### config.mk
export PLATFORM = sky130hd
export DESIGN_NAME = ulsi_status_irq
export DESIGN_NICKNAME = d
export VERILOG_FILES = /design/src/inc/ulsi_pkg.sv /design/src/verilog/ulsi_status_irq.sv /design/src/verilog/ulsi_rx_fifo.sv
export SDC_FILE = /design/constraint.sdc
export NUM_CORES = 1
export LEC_CHECK = 0
export BUFFER_PORTS_ARGS = -buffer_cell sky130_fd_sc_hd__clkbuf_2
export CAP_MARGIN = 20
export CORE_UTILIZATION = 67
export DETAILED_ROUTE_END_ITERATION = 10
export PLACE_DENSITY = 0.95
export SKIP_CTS_REPAIR_TIMING = 1
export SYNTH_ARGS = -nofsm -noshare
export SYNTH_HDL_FRONTEND = slang
export SYNTH_HIERARCHICAL = 1
export SYNTH_SLANG_ARGS = --single-unit
### constraint.sdc
create_clock -name CLK_I -period 5.6 [get_ports CLK_I]
set_input_delay 0.28 -clock CLK_I [delete_from_list [all_inputs] [get_ports CLK_I]]
set_output_delay 0.28 -clock CLK_I [all_outputs]
set_load 0.05 [all_outputs]
### src/inc/ulsi_pkg.sv
package ulsi_pkg;
    // Register offsets on the three-bit register address
    localparam logic [2:0] RX_BUF_OFS = 3'h0;
    localparam logic [2:0] IRQ_ID_OFS = 3'h2;
    localparam logic [2:0] LINE_STATUS_OFS = 3'h5;

    // Interrupt enable bit positions
    localparam int IE_DATA  = 0;
    localparam int IE_TX_HOLD_EMPTY_FLAG  = 1;
    localparam int IE_LINE  = 2;
    localparam int IE_MODEM = 3;

    // Interrupt identification codes, bits 3 to 0, and the FIFO mark for bits 7 to 6
    localparam logic [3:0] IID_NONE  = 4'h1;
    localparam logic [3:0] IID_LINE  = 4'h6;
    localparam logic [3:0] IID_DATA  = 4'h4;
    localparam logic [3:0] IID_TMO   = 4'hC;
    localparam logic [3:0] IID_TX_HOLD_EMPTY_FLAG  = 4'h2;
    localparam logic [3:0] IID_MODEM = 4'h0;
    localparam logic [1:0] IID_FIFO_MARK = 2'h3;

    // Receive FIFO geometry and entry layout
    localparam int DEPTH   = 16;
    localparam int PTR_W   = 4;
    localparam int CNT_W   = 5;
    localparam int ENTRY_W = 11;
    localparam int ERR_LSB = 8;
    localparam int E_PE    = 8;
    localparam int E_FE    = 9;
    localparam int E_BI    = 10;
    localparam logic [CNT_W-1:0]   DEPTH_CNT = 5'h10;
    localparam logic [ENTRY_W-1:0] BRK_ENTRY = 11'h400;

    // Receive trigger levels indexed by the two trigger select bits
    localparam logic [3:0][CNT_W-1:0] RX_TRIG_LVL =
        {5'h0E, 5'h08, 5'h04, 5'h01};

    // Timing in character times
    localparam logic [2:0] TMO_CHARS = 3'h4;
    localparam logic [1:0] BRK_TICKS = 2'h2;
endpackage

### src/verilog/ulsi_status_irq.sv
// Notes on behaviour
// - Ready flag set on arrival, cleared by read
// - Overrun flag on lost character, LINE_STATUS read clears
// - Parity error flag, cleared by LINE_STATUS read
// - Framing error on zero stop bit
// - Break flag after input low past character
// - FIFO errors shown when character reaches head
// - Break loads one zero, then waits mark/start
// - Error bits 1-4 raise line status interrupt
// - Holding empty set on shift load, write clears
// - FIFO mode: holding empty follows FIFO empty
// - Transmitter empty needs holding and shifter empty
// - Bit 7 flags any FIFO error entry
// - Five priority levels: line, data, timeout, holding, modem
// - Identification read freezes highest pending source unless holding empty
// - Identification bit 0 low when pending
// - Fixed four-bit source codes in identification
// - Timeout after four idle character times
// - Bit 3 marks timeout, FIFO mode only
// - Bits 4-5 zero, 6-7 follow FIFO enable
// - Each source cleared by its own service
// - Enable bits gate each interrupt source
// - Interrupt output high while enabled source active
`timescale 1ns/1ps
`default_nettype none
module ulsi_status_irq (
    input  wire logic       CLK_I,
    input  wire logic       RST_B_I,
    input  wire logic       CS_I,
    input  wire logic [2:0] ADDR_I,
    input  wire logic       RD_I,
    input  wire logic       WR_I,
    input  wire logic [7:0] DATA_I,
    output logic      [7:0] DATA_O,
    output logic            DATA_OE_B_O,
    input  wire logic       DLAB_I,
    input  wire logic       FIFO_EN_I,
    input  wire logic [1:0] RX_TRIG_I,
    input  wire logic [3:0] IRQ_EN_I,
    input  wire logic       MODEM_DELTA_I,
    input  wire logic       SERIAL_IN_I,
    input  wire logic       CHAR_TICK_I,
    input  wire logic       RX_CHAR_VALID_I,
    input  wire logic [7:0] RX_DATA_I,
    input  wire logic       RX_PE_I,
    input  wire logic       RX_FE_I,
    input  wire logic       RX_START_I,
    input  wire logic       TX_TO_SHIFT_I,
    input  wire logic       TX_FIFO_EMPTY_I,
    input  wire logic       TX_SHIFT_EMPTY_I,
    output logic            INTR_O
);
    typedef struct packed {
        logic       sin_m;
        logic       sin_s;
        logic [1:0] low_ticks;
        logic       brk_hold;
        logic       mark_seen;
        logic       dr;
        logic       oe;
        logic       pe;
        logic       fe;
        logic       bi;
        logic       fifo_err;
        logic       tx_hold_empty_flag;
        logic       tx_hold_empty_flag_irq;
        logic       tmo;
        logic [2:0] tmo_cnt;
        logic       head_fresh;
        logic       fifo_en;
        logic       frz_v;
        logic [3:0] frz_code;
        logic [7:0] rdata;
        logic       oe_b;
        logic       intr;
    } ulsi_state_t;

    ulsi_state_t                      st_q;
    ulsi_state_t                      st_d;
    logic                             rd_acc;
    logic                             wr_acc;
    logic                             rd_rbr;
    logic                             rd_iir;
    logic                             rd_lsr;
    logic                             wr_thr;
    logic                             wr_lsr;
    logic                             brk_evt;
    logic                             push;
    logic                             pop;
    logic                             overrun;
    logic                             fresh;
    logic                             clr;
    logic [ulsi_pkg::ENTRY_W-1:0]     wdata;
    logic [ulsi_pkg::ENTRY_W-1:0]     head;
    logic [ulsi_pkg::CNT_W-1:0]       cnt;
    logic                             full;
    logic                             err_any;
    logic                             data_lvl;
    logic                             line_p;
    logic                             data_p;
    logic                             tmo_p;
    logic                             tx_hold_empty_flag_p;
    logic                             modem_p;
    logic                             frz_live;
    logic [3:0]                       cur_code;
    logic [3:0]                       rep_code;
    logic                             tx_all_empty_flag;
    logic [7:0]                       lsr_byte;
    logic [7:0]                       iir_byte;

    assign rd_acc = CS_I && RD_I;
    assign wr_acc = CS_I && WR_I;
    assign rd_rbr = rd_acc && !DLAB_I && (ADDR_I == ulsi_pkg::RX_BUF_OFS);
    assign wr_thr = wr_acc && !DLAB_I && (ADDR_I == ulsi_pkg::RX_BUF_OFS);
    assign rd_iir = rd_acc && (ADDR_I == ulsi_pkg::IRQ_ID_OFS);
    assign rd_lsr = rd_acc && (ADDR_I == ulsi_pkg::LINE_STATUS_OFS);
    assign wr_lsr = wr_acc && (ADDR_I == ulsi_pkg::LINE_STATUS_OFS);

    // Break: input held low across two character ticks, so the low run
    // always covers more than one whole character time
    assign brk_evt = !st_q.sin_s && CHAR_TICK_I &&
                     (st_q.low_ticks == ulsi_pkg::BRK_TICKS - 2'h1);
    assign push = brk_evt || (RX_CHAR_VALID_I && !st_q.brk_hold);
    assign wdata = brk_evt ? ulsi_pkg::BRK_ENTRY
                           : {1'b0, RX_FE_I, RX_PE_I, RX_DATA_I};
    assign pop = rd_rbr && (cnt != '0);
    assign overrun = push && full && !pop;
    assign fresh = (push && (cnt == (pop ? ulsi_pkg::CNT_W'(1) : '0))) ||
                   (pop && (cnt > ulsi_pkg::CNT_W'(1))) ||
                   (overrun && !FIFO_EN_I);
    // Leaving FIFO mode discards the queued characters
    assign clr = st_q.fifo_en && !FIFO_EN_I;

    ulsi_rx_fifo u_rx_fifo (
        .clk_i     (CLK_I),
        .rst_b_i   (RST_B_I),
        .clr_i     (clr),
        .push_i    (push),
        .pop_i     (pop),
        .cap1_i    (!FIFO_EN_I),
        .wdata_i   (wdata),
        .head_o    (head),
        .count_o   (cnt),
        .full_o    (full),
        .err_any_o (err_any)
    );

    assign data_lvl = FIFO_EN_I ? (cnt >= ulsi_pkg::RX_TRIG_LVL[RX_TRIG_I])
                                : st_q.dr;
    assign line_p  = IRQ_EN_I[ulsi_pkg::IE_LINE] &&
                     (st_q.oe || st_q.pe || st_q.fe || st_q.bi);
    assign data_p  = IRQ_EN_I[ulsi_pkg::IE_DATA] && data_lvl;
    assign tmo_p   = IRQ_EN_I[ulsi_pkg::IE_DATA] && st_q.tmo;
    assign tx_hold_empty_flag_p  = IRQ_EN_I[ulsi_pkg::IE_TX_HOLD_EMPTY_FLAG] && st_q.tx_hold_empty_flag_irq;
    assign modem_p = IRQ_EN_I[ulsi_pkg::IE_MODEM] && MODEM_DELTA_I;

    assign cur_code = line_p  ? ulsi_pkg::IID_LINE  :
                      data_p  ? ulsi_pkg::IID_DATA  :
                      tmo_p   ? ulsi_pkg::IID_TMO   :
                      tx_hold_empty_flag_p  ? ulsi_pkg::IID_TX_HOLD_EMPTY_FLAG  :
                      modem_p ? ulsi_pkg::IID_MODEM :
                                ulsi_pkg::IID_NONE;
    assign frz_live = ((st_q.frz_code == ulsi_pkg::IID_LINE)  && line_p) ||
                      ((st_q.frz_code == ulsi_pkg::IID_DATA)  && data_p) ||
                      ((st_q.frz_code == ulsi_pkg::IID_TMO)   && tmo_p)  ||
                      ((st_q.frz_code == ulsi_pkg::IID_MODEM) && modem_p);
    // A frozen source stays reported until serviced, then the next shows
    assign rep_code = (st_q.frz_v && frz_live) ? st_q.frz_code
                                               : cur_code;
    assign iir_byte = {FIFO_EN_I ? ulsi_pkg::IID_FIFO_MARK : 2'h0,
                       2'h0, rep_code};
    assign tx_all_empty_flag = st_q.tx_hold_empty_flag && TX_SHIFT_EMPTY_I;
    assign lsr_byte = {st_q.fifo_err, tx_all_empty_flag, st_q.tx_hold_empty_flag, st_q.bi,
                       st_q.fe, st_q.pe, st_q.oe, st_q.dr};

    always_comb begin
        st_d = st_q;
        st_d.sin_m = SERIAL_IN_I;
        st_d.sin_s = st_q.sin_m;
        st_d.fifo_en = FIFO_EN_I;
        st_d.head_fresh = fresh;

        if (st_q.sin_s) begin
            st_d.low_ticks = 2'h0;
        end else if (CHAR_TICK_I && st_q.low_ticks < ulsi_pkg::BRK_TICKS) begin
            st_d.low_ticks = st_q.low_ticks + 2'h1;
        end

        // Further characters wait for marking and then a fresh start bit
        if (brk_evt) begin
            st_d.brk_hold = 1'b1;
            st_d.mark_seen = 1'b0;
        end else if (st_q.brk_hold) begin
            if (st_q.sin_s) begin
                st_d.mark_seen = 1'b1;
            end
            if (st_q.mark_seen && RX_START_I) begin
                st_d.brk_hold = 1'b0;
                st_d.mark_seen = 1'b0;
            end
        end

        if (clr) begin
            st_d.dr = 1'b0;
        end else if (push) begin
            st_d.dr = 1'b1;
        end else if ((pop && (cnt == ulsi_pkg::CNT_W'(1))) ||
                     (wr_lsr && !DATA_I[0])) begin
            st_d.dr = 1'b0;
        end

        st_d.oe = overrun || (st_q.oe && !rd_lsr);
        st_d.pe = (st_q.head_fresh && (cnt != '0) && head[ulsi_pkg::E_PE]) ||
                  (st_q.pe && !rd_lsr);
        st_d.fe = (st_q.head_fresh && (cnt != '0) && head[ulsi_pkg::E_FE]) ||
                  (st_q.fe && !rd_lsr);
        st_d.bi = (st_q.head_fresh && (cnt != '0) && head[ulsi_pkg::E_BI]) ||
                  (st_q.bi && !rd_lsr);
        st_d.fifo_err = FIFO_EN_I &&
                        (err_any || (st_q.fifo_err && !rd_lsr));

        if (FIFO_EN_I) begin
            st_d.tx_hold_empty_flag = TX_FIFO_EMPTY_I && !wr_thr;
        end else if (TX_TO_SHIFT_I) begin
            st_d.tx_hold_empty_flag = 1'b1;
        end else if (wr_thr) begin
            st_d.tx_hold_empty_flag = 1'b0;
        end

        if (st_d.tx_hold_empty_flag && !st_q.tx_hold_empty_flag) begin
            st_d.tx_hold_empty_flag_irq = 1'b1;
        end else if (wr_thr ||
                     (rd_iir && (rep_code == ulsi_pkg::IID_TX_HOLD_EMPTY_FLAG))) begin
            st_d.tx_hold_empty_flag_irq = 1'b0;
        end

        // Any FIFO activity restarts the idle count
        if (!FIFO_EN_I || (cnt == '0) || push || pop) begin
            st_d.tmo_cnt = 3'h0;
        end else if (CHAR_TICK_I && st_q.tmo_cnt != ulsi_pkg::TMO_CHARS) begin
            st_d.tmo_cnt = st_q.tmo_cnt + 3'h1;
        end
        st_d.tmo = (st_d.tmo_cnt == ulsi_pkg::TMO_CHARS);

        if (st_q.frz_v && !frz_live) begin
            st_d.frz_v = 1'b0;
        end
        // Holding-empty is serviced by the read itself, so never frozen
        if (rd_iir && !(st_q.frz_v && frz_live) &&
            (cur_code != ulsi_pkg::IID_NONE) &&
            (cur_code != ulsi_pkg::IID_TX_HOLD_EMPTY_FLAG)) begin
            st_d.frz_v = 1'b1;
            st_d.frz_code = cur_code;
        end

        st_d.oe_b = 1'b1;
        if (rd_rbr) begin
            st_d.rdata = head[7:0];
            st_d.oe_b = 1'b0;
        end else if (rd_iir) begin
            st_d.rdata = iir_byte;
            st_d.oe_b = 1'b0;
        end else if (rd_lsr) begin
            st_d.rdata = lsr_byte;
            st_d.oe_b = 1'b0;
        end

        st_d.intr = line_p || data_p || tmo_p || tx_hold_empty_flag_p || modem_p;
    end

    always_ff @(posedge CLK_I or negedge RST_B_I) begin
        if (!RST_B_I) begin
            st_q <= '0;
            st_q.sin_m <= 1'b1;
            st_q.sin_s <= 1'b1;
            st_q.tx_hold_empty_flag <= 1'b1;
            st_q.oe_b <= 1'b1;
        end else begin
            st_q <= st_d;
        end
    end

    assign DATA_O = st_q.rdata;
    assign DATA_OE_B_O = st_q.oe_b;
    assign INTR_O = st_q.intr;
endmodule
`default_nettype wire

### src/verilog/ulsi_rx_fifo.sv
`timescale 1ns/1ps
`default_nettype none
module ulsi_rx_fifo (
    input  wire logic                         clk_i,
    input  wire logic                         rst_b_i,
    input  wire logic                         clr_i,
    input  wire logic                         push_i,
    input  wire logic                         pop_i,
    input  wire logic                         cap1_i,
    input  wire logic [ulsi_pkg::ENTRY_W-1:0] wdata_i,
    output logic      [ulsi_pkg::ENTRY_W-1:0] head_o,
    output logic      [ulsi_pkg::CNT_W-1:0]   count_o,
    output logic                              full_o,
    output logic                              err_any_o
);
    typedef struct packed {
        logic [ulsi_pkg::DEPTH-1:0][ulsi_pkg::ENTRY_W-1:0] mem;
        logic [ulsi_pkg::PTR_W-1:0]                        rd;
        logic [ulsi_pkg::PTR_W-1:0]                        wr;
        logic [ulsi_pkg::CNT_W-1:0]                        cnt;
    } ulsi_fifo_st_t;

    ulsi_fifo_st_t              st_q;
    ulsi_fifo_st_t              st_d;
    logic [ulsi_pkg::DEPTH-1:0] err_v;
    logic                       do_pop;
    logic                       do_push;
    logic                       ovw;

    assign full_o    = cap1_i ? (st_q.cnt != '0)
                              : (st_q.cnt == ulsi_pkg::DEPTH_CNT);
    assign head_o    = st_q.mem[st_q.rd];
    assign count_o   = st_q.cnt;
    assign err_any_o = |err_v;
    assign do_pop    = pop_i && (st_q.cnt != '0);
    assign do_push   = push_i && (!full_o || do_pop);
    // Character mode keeps one entry: a late arrival replaces it
    assign ovw       = push_i && full_o && cap1_i && !do_pop;

    genvar i;
    generate
        for (i = 0; i < ulsi_pkg::DEPTH; i++) begin : g_err
            logic [ulsi_pkg::PTR_W-1:0] ofs;
            assign ofs = ulsi_pkg::PTR_W'(i) - st_q.rd;
            assign err_v[i] = ({1'b0, ofs} < st_q.cnt) &&
                (|st_q.mem[i][ulsi_pkg::ENTRY_W-1:ulsi_pkg::ERR_LSB]);
        end
    endgenerate

    always_comb begin
        st_d = st_q;
        if (clr_i) begin
            st_d.rd  = '0;
            st_d.wr  = '0;
            st_d.cnt = '0;
        end else begin
            if (ovw) begin
                st_d.mem[st_q.rd] = wdata_i;
            end
            if (do_push) begin
                st_d.mem[st_q.wr] = wdata_i;
                st_d.wr = st_q.wr + 4'h1;
            end
            if (do_pop) begin
                st_d.rd = st_q.rd + 4'h1;
            end
            st_d.cnt = st_q.cnt + ulsi_pkg::CNT_W'(do_push)
                     - ulsi_pkg::CNT_W'(do_pop);
        end
    end

    always_ff @(posedge clk_i or negedge rst_b_i) begin
        if (!rst_b_i) begin
            st_q <= '0;
        end else begin
            st_q <= st_d;
        end
    end
endmodule
`default_nettype wire

# Word level (Yosys, flattened, before mapping)

Index checks and enable logic that the tools add are counted.

Bits in registers: 224
Bits in latches: 0
Memory bits (writable): 0
Bits in read-only memories: 0
Input bits: 42
Logic and storage cells: 291
Memories kept: 0

Add/sub/neg operators: 22
Multipliers: 0
Div/mod/pow operators: 0
Magnitude comparators: 24
Equality and inequality tests: 14
Shifts and indexed selects: 0
Mux-type cells: 48
Bitwise logic cells: 0
Reductions and logical operators: 142

Operators by type and width:

| cell                                                        | number |
|---|---|
| 2-to-1 mux 176 bit                                          | 3 |
| bitwise mux 176 bit                                         | 2 |
| demux 11 bit (select 4 bit)                                 | 2 |
| less-than comparator 4 x 5 -> 1 bit                         | 16 |
| logical AND 1 bit                                           | 74 |
| OR reduction 3 bit                                          | 16 |
| binary-select mux 11 bit (select 4 bit)                     | 1 |
| 2-to-1 mux 11 bit                                           | 4 |
| subtractor 4 bit (first input constant)                     | 8 |
| 2-to-1 mux 9 bit                                            | 3 |
| logical OR 1 bit                                            | 24 |
| 2-to-1 mux 4 bit                                            | 6 |
| OR reduction 16 bit                                         | 1 |
| subtractor 3 x 4 -> 4 bit (first input constant)            | 4 |
| 2-to-1 mux 1 bit                                            | 14 |
| 2-to-1 mux 2 bit                                            | 7 |
| zero test 1 bit                                             | 13 |
| 2-to-1 mux 13 bit                                           | 1 |
| nonzero test 2 bit                                          | 6 |
| binary-select mux 5 bit (select 2 bit)                      | 1 |
| less-than comparator 4 x 5 -> 1 bit (second input constant) | 2 |
| 2-to-1 mux 5 bit                                            | 2 |
| nonzero test 3 bit                                          | 3 |
| adder 4 x 1 -> 4 bit (second input constant)                | 2 |
| other kinds (29)                                            | 35 |

# Depth between registers and ports, before layout

Gate-level depths: netlist of the first run.

Word-level depth: 16
Gate-level depth with buffers: 16
Mapped depth without buffers: 14

# Hierarchy

Netlist of the first run, hierarchy kept.

By module, submodules not included:

| module          | instances | cells each | area each (µm²) | sequential area each (µm²) |
|---|---|---|---|---|
| ulsi_rx_fifo    | 1         | 755        | 10286.1         | 4729.5 |
| ulsi_status_irq | 1         | 220        | 2087.0          | 880.8 |

# Worst setup path before layout of the first run

No wires, ideal clock.

Kind: register -> register
Start: register u_rx_fifo.st_q, in the netlist u_rx_fifo/count_o[3]
End: register u_rx_fifo.st_q, in the netlist u_rx_fifo/count_o[4]
Library setup time: 0.078 ns
Arrival: 3.485 ns
Slack: 2.036 ns
Cell stages (with the launch flop): 16
Path buffers: 1
Clock period less this slack: 3.564 ns
Cells stage by stage: dfrtp_1 inv_1 ha_1 or3b_4 mux2_4 nand2_2 buf_6 nand2_1 ha_1 inv_1 ha_1 fa_1 a21oi_1 nor2_1 or3_1 a21oi_1

RTL lines:

| item                   | RTL line           | RTL |
|---|---|---|
| from (decl)            | ulsi_rx_fifo.sv:23 | `ulsi_fifo_st_t st_q;` |
| from (signal assigned) | ulsi_rx_fifo.sv:76 | `st_q <= st_d;` |

==> results of run 1 <==
path summary, 6_finish.rpt:
check	from	end	slack (ns)
max	u_rx_fifo/count_o[3]$_DFF_PN0_	u_rx_fifo/count_o[4]$_DFF_PN0_	1.42
min	TX_FIFO_EMPTY_I	lsr_byte[5]$_DFF_PN1_	0.04
max reg2reg	u_rx_fifo/count_o[3]$_DFF_PN0_	u_rx_fifo/count_o[4]$_DFF_PN0_	1.42
min reg2reg	st_d[33]$_DFF_PN1_	st_q[33]$_DFF_PN1_	0.35
max in group asynchronous	RST_B_I	u_rx_fifo/st_q[26]$_DFFE_PN0N_	3.86
min in group asynchronous	RST_B_I	st_q[18]$_DFF_PN0_	0.37
flip-flops by register name, summed over array words and instances (netlist names):
register	flops
DATA_O	8
INTR_O	1
u_rx_fifo/count_o	5
u_rx_fifo/st_q	184
lsr_byte	7
st_d	1
DATA_OE_B_O	1
st_q	17
cells in the mapped netlist, drive strengths merged, types with 7 or more instances:
cell type | n | share of area (%)
dfrtp | 220 | 44
mux2 | 178 | 16
ha | 59 | 6.0
mux4 | 55 | 10
a21oi | 48 | 2.4
nand2 | 48 | 1.5
inv | 46 | 1.4
buf | 45 | 2.9
nor2 | 38 | 1.2
clkbuf | 26 | 0.79
nor3 | 24 | 1.0
nand3 | 19 | 0.77
and2 | 14 | 0.71
nor2b | 14 | 0.71
xnor2 | 14 | 0.99
o21ai | 12 | 0.49
nand4 | 11 | 0.56
a211oi | 7 | 0.42
nor4 | 7 | 0.35
xor2 | 7 | 0.50
cell type report:
cell class | instances | share of cell area [%]
flip-flops and latches | 224 | 42.17
clock inverters | 8 | 0.5356
inverters | 47 | 1.325
repair buffers | 54 | 2.330
well taps | 229 | 2.152
clock buffers | 38 | 5.441
multi-input cells | 633 | 46.04
worst max-delay path, delay by kind of cell, from the launching register on:
family | cells | cell delay (ns)
compound gates | 2 | 0.30
mux | 1 | 0.33
flops | 1 | 0.41
simple gates | 5 | 1.26
fa+ha+maj | 4 | 1.20
buf+inv | 2 | 0.60
power by group:
part | switching [uW] | internal (uW)
Clock | 645 | 937
Sequential | 284 | 1920
Combinational | 856 | 710
cell families (layout without fill, tap and decap cells):
kind of cell,after synthesis,count (layout),share of synthesized area [%]
compound gates,121,121,7.321
xor+xnor,21,21,1.487
fa+ha+maj,60,60,6.128
buf+inv,118,147,5.127
flops,224,224,45.34
mux,236,236,26.51
simple gates,195,195,8.080
through the flow:
step           utilization (%)  cells  area, um^2
2_1_floorplan                -    975       12370
3_3_place_gp             69.35   1185       12500
3_5_place_dp             69.35   1185       12500
4_1_cts                  73.76   1231       13300
5_1_grt                  73.87   1233       13320
6_report                 73.87   1233       13320
routing by layer:
layer / wire length (um) / up-vias
met2: 14860 / 503
met5: 0 / -
met3: 2660 / 176
li1: - / 3577
met1: 11550 / 4309
met4: 1887 / 0
==> results.txt, run 1 <==
crit path cell chain: inv_1 -> ha_1 -> or3b_4 -> mux2_4 -> nand2_2 -> nand2_1 -> ha_1 -> inv_1 -> ha_1 -> fa_1 -> a21oi_1 -> nor2_1 -> or3_1 -> a21oi_1
area delta synth->final: 7.615%
H-tree levels: 1
height of the die: 137.9 um
ant diodes: 0
Max-cap violations: 0
synthesized area per cell: 12.69 um^2
Filler Cell Count: 1054
die area: 19020 um^2
setup TNS: 0 ns
Yosys reg bits: 224
GR Layer Usage met1: 43.12%
cells after synthesis: 975
fmax: 0.2393 GHz
number of global-route vias before repair: 8746
TritonCTS clock tree: done
maximum vdd drop: 0.0003894 V
Async S/R FF share, synth: 100.0%
final worst setup slack: 1.421 ns
RSZ-0062 raised after global routing: no
total power: 5351 uW
CP endpoint kind: flip-flop
vias per cell: 6.946
worst-margin pin slew: 1.144 ns
Final Hold Violating Endpoints: 0
Crit path top cell by count: ha_1
worst hold path class: in -> reg
Clk pin slew, worst setup/hold paths: 0.06 ns
startpoint types: flip-flop
GR Util All Layers: 34.07%
PortBufs: 44
Routability Congestion: 0.9312
WHS Path Cells: 3
clk_lat worst skew: 0.53 ns
Multi-input gate area: 6131 um^2
DR WL/cell: 25.11 um
max-slew violations: 0
clock skew: 0.02617 ns
min cycle time layout: 4.179 ns
Hold Worst Slack: 0.03855 ns
post-DP HPWL: 19060 um
Register-to-Register Path Depth: 14
Post-Syn Area: 12370 um^2
DRT Pass-1 Iters: 5
Reg area: 5615 um^2
Post-Route WL: 30960 um
commonest non-fill, non-tap cell in the layout: dfrtp_1
gr busiest metal: met2
met2 usage: 54.53%
Arrival @ worst endpoint: 4.61 ns
Synth Warn #: 6
predominant post-synthesis flop cell: dfrtp_1
Synth Net Count: 1077
layout cells sized above 1: 35.56%
initial antenna violation count: 0
WP data required: 6.03 ns
Post-synth EDFFs: 0
first-pass GRT wire length: 48240 um
most frequent cells in the layout: 218 x dfrtp_1, 175 x mux2_2, 59 x ha_1
count of different cell masters after synthesis: 76
die width: 137.9 um
drt drc: 0
status: finished, final reports clean
met3 Usage GRT: 7.493%
IO Count: 52
clk buf depth: 3
clock sinks: 224
CTS buffer count: 25
Core ar.: 18020 um^2
post-route clock period utilization: 74.62%
slowest library cell on the worst path: inv_1
pwr dens: 401.8 nW/um^2
Via Count: 8565
Leak: 0.006093 uW
Overflow after GRT: 0
Initial Util: 68.65%
slew margin rel.: 23.75%
DR iter-0 viols: 842
Final #Nets: 1087
register area share after synthesis: 45.34%
Post-DRT Antenna Nets: 0
CTS Root Cell: clkbuf_16
row count: 49
Crit Path Max Fanout: 20
slowest stage delay, CP: 0.56 ns
critical setup path kind: reg -> reg
post-place setup slack: 1.522 ns
final setup fails: 0
largest net degree at the start of global routing: 108
Power figures use the tool's default switching activity.
==> run 2, diff against run 1 <==
ABC_AREA = 1   (was default)
CORE_UTILIZATION = 63   (was 67)
PLACE_DENSITY = 0.92   (was 0.95)
clock period = 3.9 ns   (was 5.6 ns; I/O delays follow)
==> run 2 against run 1 <==
  * Clock skew decreased by 0.0053 ns
  * Routed wire length increased by 20%
  * Core utilization decreased by 3.7 points
  * Die area increased by 14%
  * Worst setup slack got worse by 0.76 ns
  * Cell area increased by 7.6%
  * Register-to-register slack got worse by 0.76 ns
  * Clock power increased by 48%
  * Critical endpoint unchanged
==> results.txt, run 2 <==
Overflow after GRT: 0
Post-Route WL: 37090 um
commonest non-fill, non-tap cell in the layout: nand2_1
Post-DP Area: 13460 um^2
IO Count: 52
slew margin rel.: 38.55%
source of the worst hold timing path: CHAR_TICK_I
height of the die: 147.3 um
Core ar.: 20430 um^2
power share of the combinational group: 31.8%
post-DP HPWL: 24170 um
Synth area leader: dfrtp_1
Final #Nets: 1866
most frequent cells in the layout: 550 x nand2_1, 247 x nand3_1, 219 x dfrtp_1
post-route clock period utilization: 82.95%
vias per cell: 6.150
Register-to-Register Path Depth: 14
RSZ-0062 raised after global routing: no
Arrival @ worst endpoint: 3.63 ns
critical setup path kind: reg -> reg
initial antenna violation count: 0
Psw: 2974 uW
final setup fails: 0
Post-Syn Area: 13300 um^2
Leak: 0.007706 uW
min cycle time layout: 3.235 ns
cell internal pwr: 5001 uW
worst-margin pin slew: 0.9218 ns
Reg power frac: 38.9%
drt drc: 0
Post-synth EDFFs: 0
DR iter-0 viols: 1433
die area: 21690 um^2
synthesized area per cell: 7.423 um^2
total power: 7975 uW
clock skew: 0.02088 ns
max-slew violations: 0
CP endpoint kind: flip-flop
count of different cell masters after synthesis: 48
status: finished, final reports clean
Hold Path End: st_q[32]$_DFFE_PN0P_
first-pass GRT wire length: 59950 um
number of global-route vias before repair: 11950
cells after synthesis: 1791
Yosys reg bits: 224
clk buf depth: 3
reg2reg end: u_rx_fifo/count_o[4]$_DFF_PN0_
TritonCTS clock tree: done
setup TNS: 0 ns
largest net degree at the start of global routing: 124
die width: 147.3 um
ant diodes: 0
DR WL/cell: 18.08 um
Final Hold Violating Endpoints: 0
clk_lat worst skew: 0.55 ns
Switching Share: 37.30%
largest reg by FF count: u_rx_fifo/st_q
area delta synth->final: 7.802%
maximum vdd drop: 0.0003458 V
WP data required: 4.29 ns
row count: 52
top-area cell type share of the netlist area: 41.41%
Clk pin slew, worst setup/hold paths: 0.06 ns
Clock Power Share: 29.4%
WHS Path Cells: 3
layout cells sized above 1: 8.928%
clock sinks: 224
Largest register FFs: 184
commonest cells in the netlist: 550 x nand2_1, 247 x nand3_1, 220 x dfrtp_1
CTS buffer count: 24
startpoint types: flip-flop
Finished Cell Area: 14330 um^2
Synth Warn #: 6
Routability Congestion: 0.9723
predominant post-synthesis flop cell: dfrtp_1
Async S/R FF share, synth: 100.0%
fmax: 0.3091 GHz
Via Count: 12610
Max-cap violations: 0
worst hold path class: in -> reg
Synth Net Count: 1893
H-tree levels: 1
Post-DRT Antenna Nets: 0
PortBufs: 44
DRT Pass-1 Iters: 6
setup slack, reg-to-reg: 0.67 ns
pwr dens: 556.4 nW/um^2
Initial Util: 65.08%
register area share after synthesis: 42.20%
CTS Root Cell: clkbuf_16
R2R Path Start: u_rx_fifo/count_o[2]$_DFF_PN0_
GR Util All Layers: 34.61%
most frequent cell after synthesis: nand2_1
Synth area leaders: dfrtp_1 41%, nand2_1 16%, nand3_1 9.3%, ha_1 5.6%, o21ai_0 4.1%
Crit Path Max Fanout: 16
[run 2: cell count changes after synthesis, moves of 55 or more]
cell / before / now
o21ai_0: 12 / 108
mux4_2: 55 / 0
nand3_1: 19 / 247
mux2_2: 175 / 0
nand2_1: 47 / 550
nor2_1: 38 / 133
inv_1: 45 / 130
[run 2: metrics by stage]
stage          hold slack, ns  setup slack, ns  utilization, %  instances
2_1_floorplan         -0.1006            1.051               -       1791
3_3_place_gp           0.2866           0.7443           65.84       2001
3_5_place_dp           0.2859           0.5453           65.87       2002
4_1_cts               -0.2588           0.6804           69.86       2045
5_1_grt               0.02346           0.4833           70.16       2051
6_report            0.0006983           0.6651           70.16       2051
[run 2: cell families (layout without fill, tap and decap cells)]
group,Yosys count,in the layout,share of synthesized area (%)
AOI/OAI and AO/OA,202,202,8.912
xor gates and xnor gates,13,13,0.8564
adders and majority gates,60,60,5.703
buffers and inverters,277,267,9.006
DFF,224,224,42.20
and+or+nand+nor,1015,1015,33.32
[run 2: worst max path at each step]
| stage | from | endpoint | slack [ns] | depth (start not counted) |
|---|---|---|---|---|
| floorplan | u_rx_fifo/st_q[11]$_DFFE_PN0P_ | lsr_byte[7]$_DFF_PN0_ | 1.05 | 19 |
| global placement | ADDR_I[0] | u_rx_fifo/count_o[4]$_DFF_PN0_ | 0.74 | 18 |
| detailed placement | ADDR_I[0] | u_rx_fifo/count_o[4]$_DFF_PN0_ | 0.55 | 18 |
| CTS | u_rx_fifo/count_o[2]$_DFF_PN0_ | u_rx_fifo/count_o[4]$_DFF_PN0_ | 0.68 | 14 |
| global route | u_rx_fifo/count_o[3]$_DFF_PN0_ | u_rx_fifo/count_o[4]$_DFF_PN0_ | 0.48 | 15 |
| finish | u_rx_fifo/count_o[2]$_DFF_PN0_ | u_rx_fifo/count_o[4]$_DFF_PN0_ | 0.67 | 14 |
[run 2: critical path: stages (launching register included)]
cell,delay (ns)
dfrtp_1,0.42
inv_1,0.34
ha_1,0.26
nand3_2,0.13
nand3_4,0.25
nand2_1,0.19
ha_1,0.33
inv_1,0.04
ha_1,0.20
fa_1,0.41
nand2_1,0.09
a21oi_1,0.06
nor2_1,0.13
xor2_1,0.17
nor2_1,0.06
[run 2: per-layer routing]
metal	vias to the layer above	wire (um)	global-route usage (%)
met5	-	0	0
li1	5773	-	-
met3	152	3935	7.050
met4	0	2048	19.12
met1	5916	13880	43.92
met2	773	17220	55.59
[run 2: cell type report]
class	instances	area, um^2
clock buffer	33	664.4
clock inverter	10	150.1
fill	1578	6097
inverter	142	538.0
multi-input combinational	1290	6487
sequential	224	5612
tap	270	337.8
timing repair buffer	82	543.0
[run 2: power groups by stage]
stage          registers [uW]  clock network [uW]  logic (uW)
2_1_floorplan            3020                   0        1900
3_3_place_gp             3090                   0        2320
3_5_place_dp             3120                   0        2460
4_1_cts                  3080                2360        2480
5_1_grt                  3150                2460        2830
6_report                 3100                2340        2530
==> run 3, diff against run 2 <==
clock period = 3.34 ns   (was 3.9 ns; I/O delays follow)
==> run 3 against run 2 <==
  * The run now ends with negative hold slack left
  * Cell count is 0.88% higher
  * Routed wire length is 2.5% higher
  * Core utilization is 0.77 points higher
  * Count of clock-buffer cells in the layout is 4 higher
  * Cell area is 1.1% higher
  * Fmax is 5.3% higher
  * Worst hold slack worse by 0.011 ns
  * Non-clock buffer count is 17 higher
  * Worst setup slack worse by 0.40 ns
  * Via count is 2.6% higher
  * Highest routed layer unchanged
==> results.txt, run 3 (synthesis gave the netlist of run 2 again) <==
PortBufs: 44
CTS buffer count: 25
Largest register FFs: 184
fin cells: 2069
setup slack, reg-to-reg: 0.27 ns
clock skew: 0.01392 ns
startpoint types: flip-flop
clk_lat worst skew: 0.53 ns
Leak: 0.007800 uW
crit path cell chain: inv_1 -> ha_1 -> nand3_2 -> nand3_4 -> nand2_1 -> ha_1 -> inv_1 -> ha_1 -> fa_1 -> nand2_1 -> a21oi_1 -> nor2_1 -> xor2_1 -> nor2_1
DP Cell Count: 2014
slowest stage delay, CP: 0.42 ns
GR Util All Layers: 35.30%
max-slew violations: 0
violated checks: negative hold slack
Hold Worst Slack: -0.01075 ns
TritonCTS clock tree: done
Final #Nets: 1884
slowest library cell on the worst path: dfrtp_1
Arrival @ worst endpoint: 3.50 ns
IO Count: 52
die width: 147.3 um
Post-DRT Antenna Nets: 0
Switching Share: 37.28%
post-DP HPWL: 24400 um
CP bufs+invs: 2
Clock Power Share: 29.5%
pwr dens: 652.8 nW/um^2
H-tree levels: 1
Post-DP Area: 13550 um^2
commonest non-fill, non-tap cell in the layout: nand2_1
Reg power frac: 38.2%
worst-margin pin slew: 0.9735 ns
largest reg by FF count: u_rx_fifo/st_q
DRT Pass-1 Iters: 7
ant diodes: 0
Multi-input gate area: 6487 um^2
DR WL/cell: 18.37 um
status: finished with violations
height of the die: 147.3 um
Finished Cell Area: 14490 um^2
Routability Congestion: 0.9751
worst hold path class: in -> reg
power share of the combinational group: 32.4%
Initial Util: 65.08%
CP endpoint kind: flip-flop
Post-Route WL: 38010 um
Crit path top cell by count: ha_1
row count: 52
cell internal pwr: 5932 uW
Max-cap violations: 0
delay-heaviest family, CP: adder cells
Overflow after GRT: 0
number of global-route vias before repair: 12170
min cycle time layout: 3.072 ns
layout cells sized above 1: 9.728%
vias per cell: 6.255
WP data required: 3.76 ns
area delta synth->final: 8.978%
DR iter-0 viols: 1816
most frequent cells in the layout: 550 x nand2_1, 247 x nand3_1, 219 x dfrtp_1
Final Hold Violating Endpoints: 3
Core ar.: 20430 um^2
Via Count: 12940
Reg area: 5612 um^2
drt drc: 0
clock sinks: 224
largest net degree at the start of global routing: 126
post-route clock period utilization: 91.98%
slew margin rel.: 35.10%
fmax: 0.3255 GHz
clk buf depth: 3
final setup fails: 0
CTS Root Cell: clkbuf_16
die area: 21690 um^2
maximum vdd drop: 0.0005035 V
first-pass GRT wire length: 61000 um
setup TNS: 0 ns
Clk pin slew, worst setup/hold paths: 0.07 ns
Filler Cell Count: 1523
RSZ-0062 raised after global routing: no
Crit Path Max Fanout: 10
initial antenna violation count: 0
Psw: 3526 uW
critical setup path kind: reg -> reg
run 3: stage by stage:
stage	total power (uW)	setup slack [ns]	utilization [%]
final	9458	0.2678	70.92
after global routing	9977	0.08283	70.92
after CTS	9367	0.3248	70.39
after detailed placement	6529	0.3952	66.32
after global placement	6335	0.4670	66.32
after floorplan	5751	0.4915	-
run 3: tightest hold or removal path, delay by kind of cell:
kind	cells	cell delay [ns]
buf+inv	1	0.08
simple gates	2	0.23
run 3: power by group through the flow:
| stage | clock network [uW] | registers, uW | logic (uW) |
|---|---|---|---|
| after detailed placement | 0 | 3630 | 2900 |
| after global routing | 2920 | 3660 | 3390 |
| after CTS | 2810 | 3590 | 2960 |
| after global placement | 0 | 3600 | 2730 |
| after floorplan | 0 | 3530 | 2220 |
| final | 2790 | 3610 | 3060 |
run 3: path summary, 6_finish.rpt:
check	from	to	depth (start not counted)
max reg2reg	u_rx_fifo/count_o[2]$_DFF_PN0_	u_rx_fifo/count_o[4]$_DFF_PN0_	14
min reg2reg	st_d[33]$_DFF_PN1_	st_q[33]$_DFF_PN1_	0
max	u_rx_fifo/count_o[2]$_DFF_PN0_	u_rx_fifo/count_o[4]$_DFF_PN0_	14
max in group asynchronous	RST_B_I	u_rx_fifo/st_q[101]$_DFFE_PN0N_	3
min	IRQ_EN_I[1]	INTR_O$_DFF_PN0_	3
min in group asynchronous	RST_B_I	st_q[31]$_DFFE_PN0P_	2
run 3: layout make-up:
class                      count  area share, %
clock buffer                  37          5.112
clock inverter                 7         0.6304
inverter                     142          3.713
multi-input combinational   1290          44.78
sequential                   224          38.73
tap                          270          2.332
timing repair buffer          99          4.706
run 3: per-layer routing:
metal	wire (um)	vias to the layer above	track usage (%)
met2	17290	904	55.28
met4	2312	0	21.24
met5	0	-	0
met3	4281	193	6.708
li1	-	5811	-
met1	14130	6033	45.66
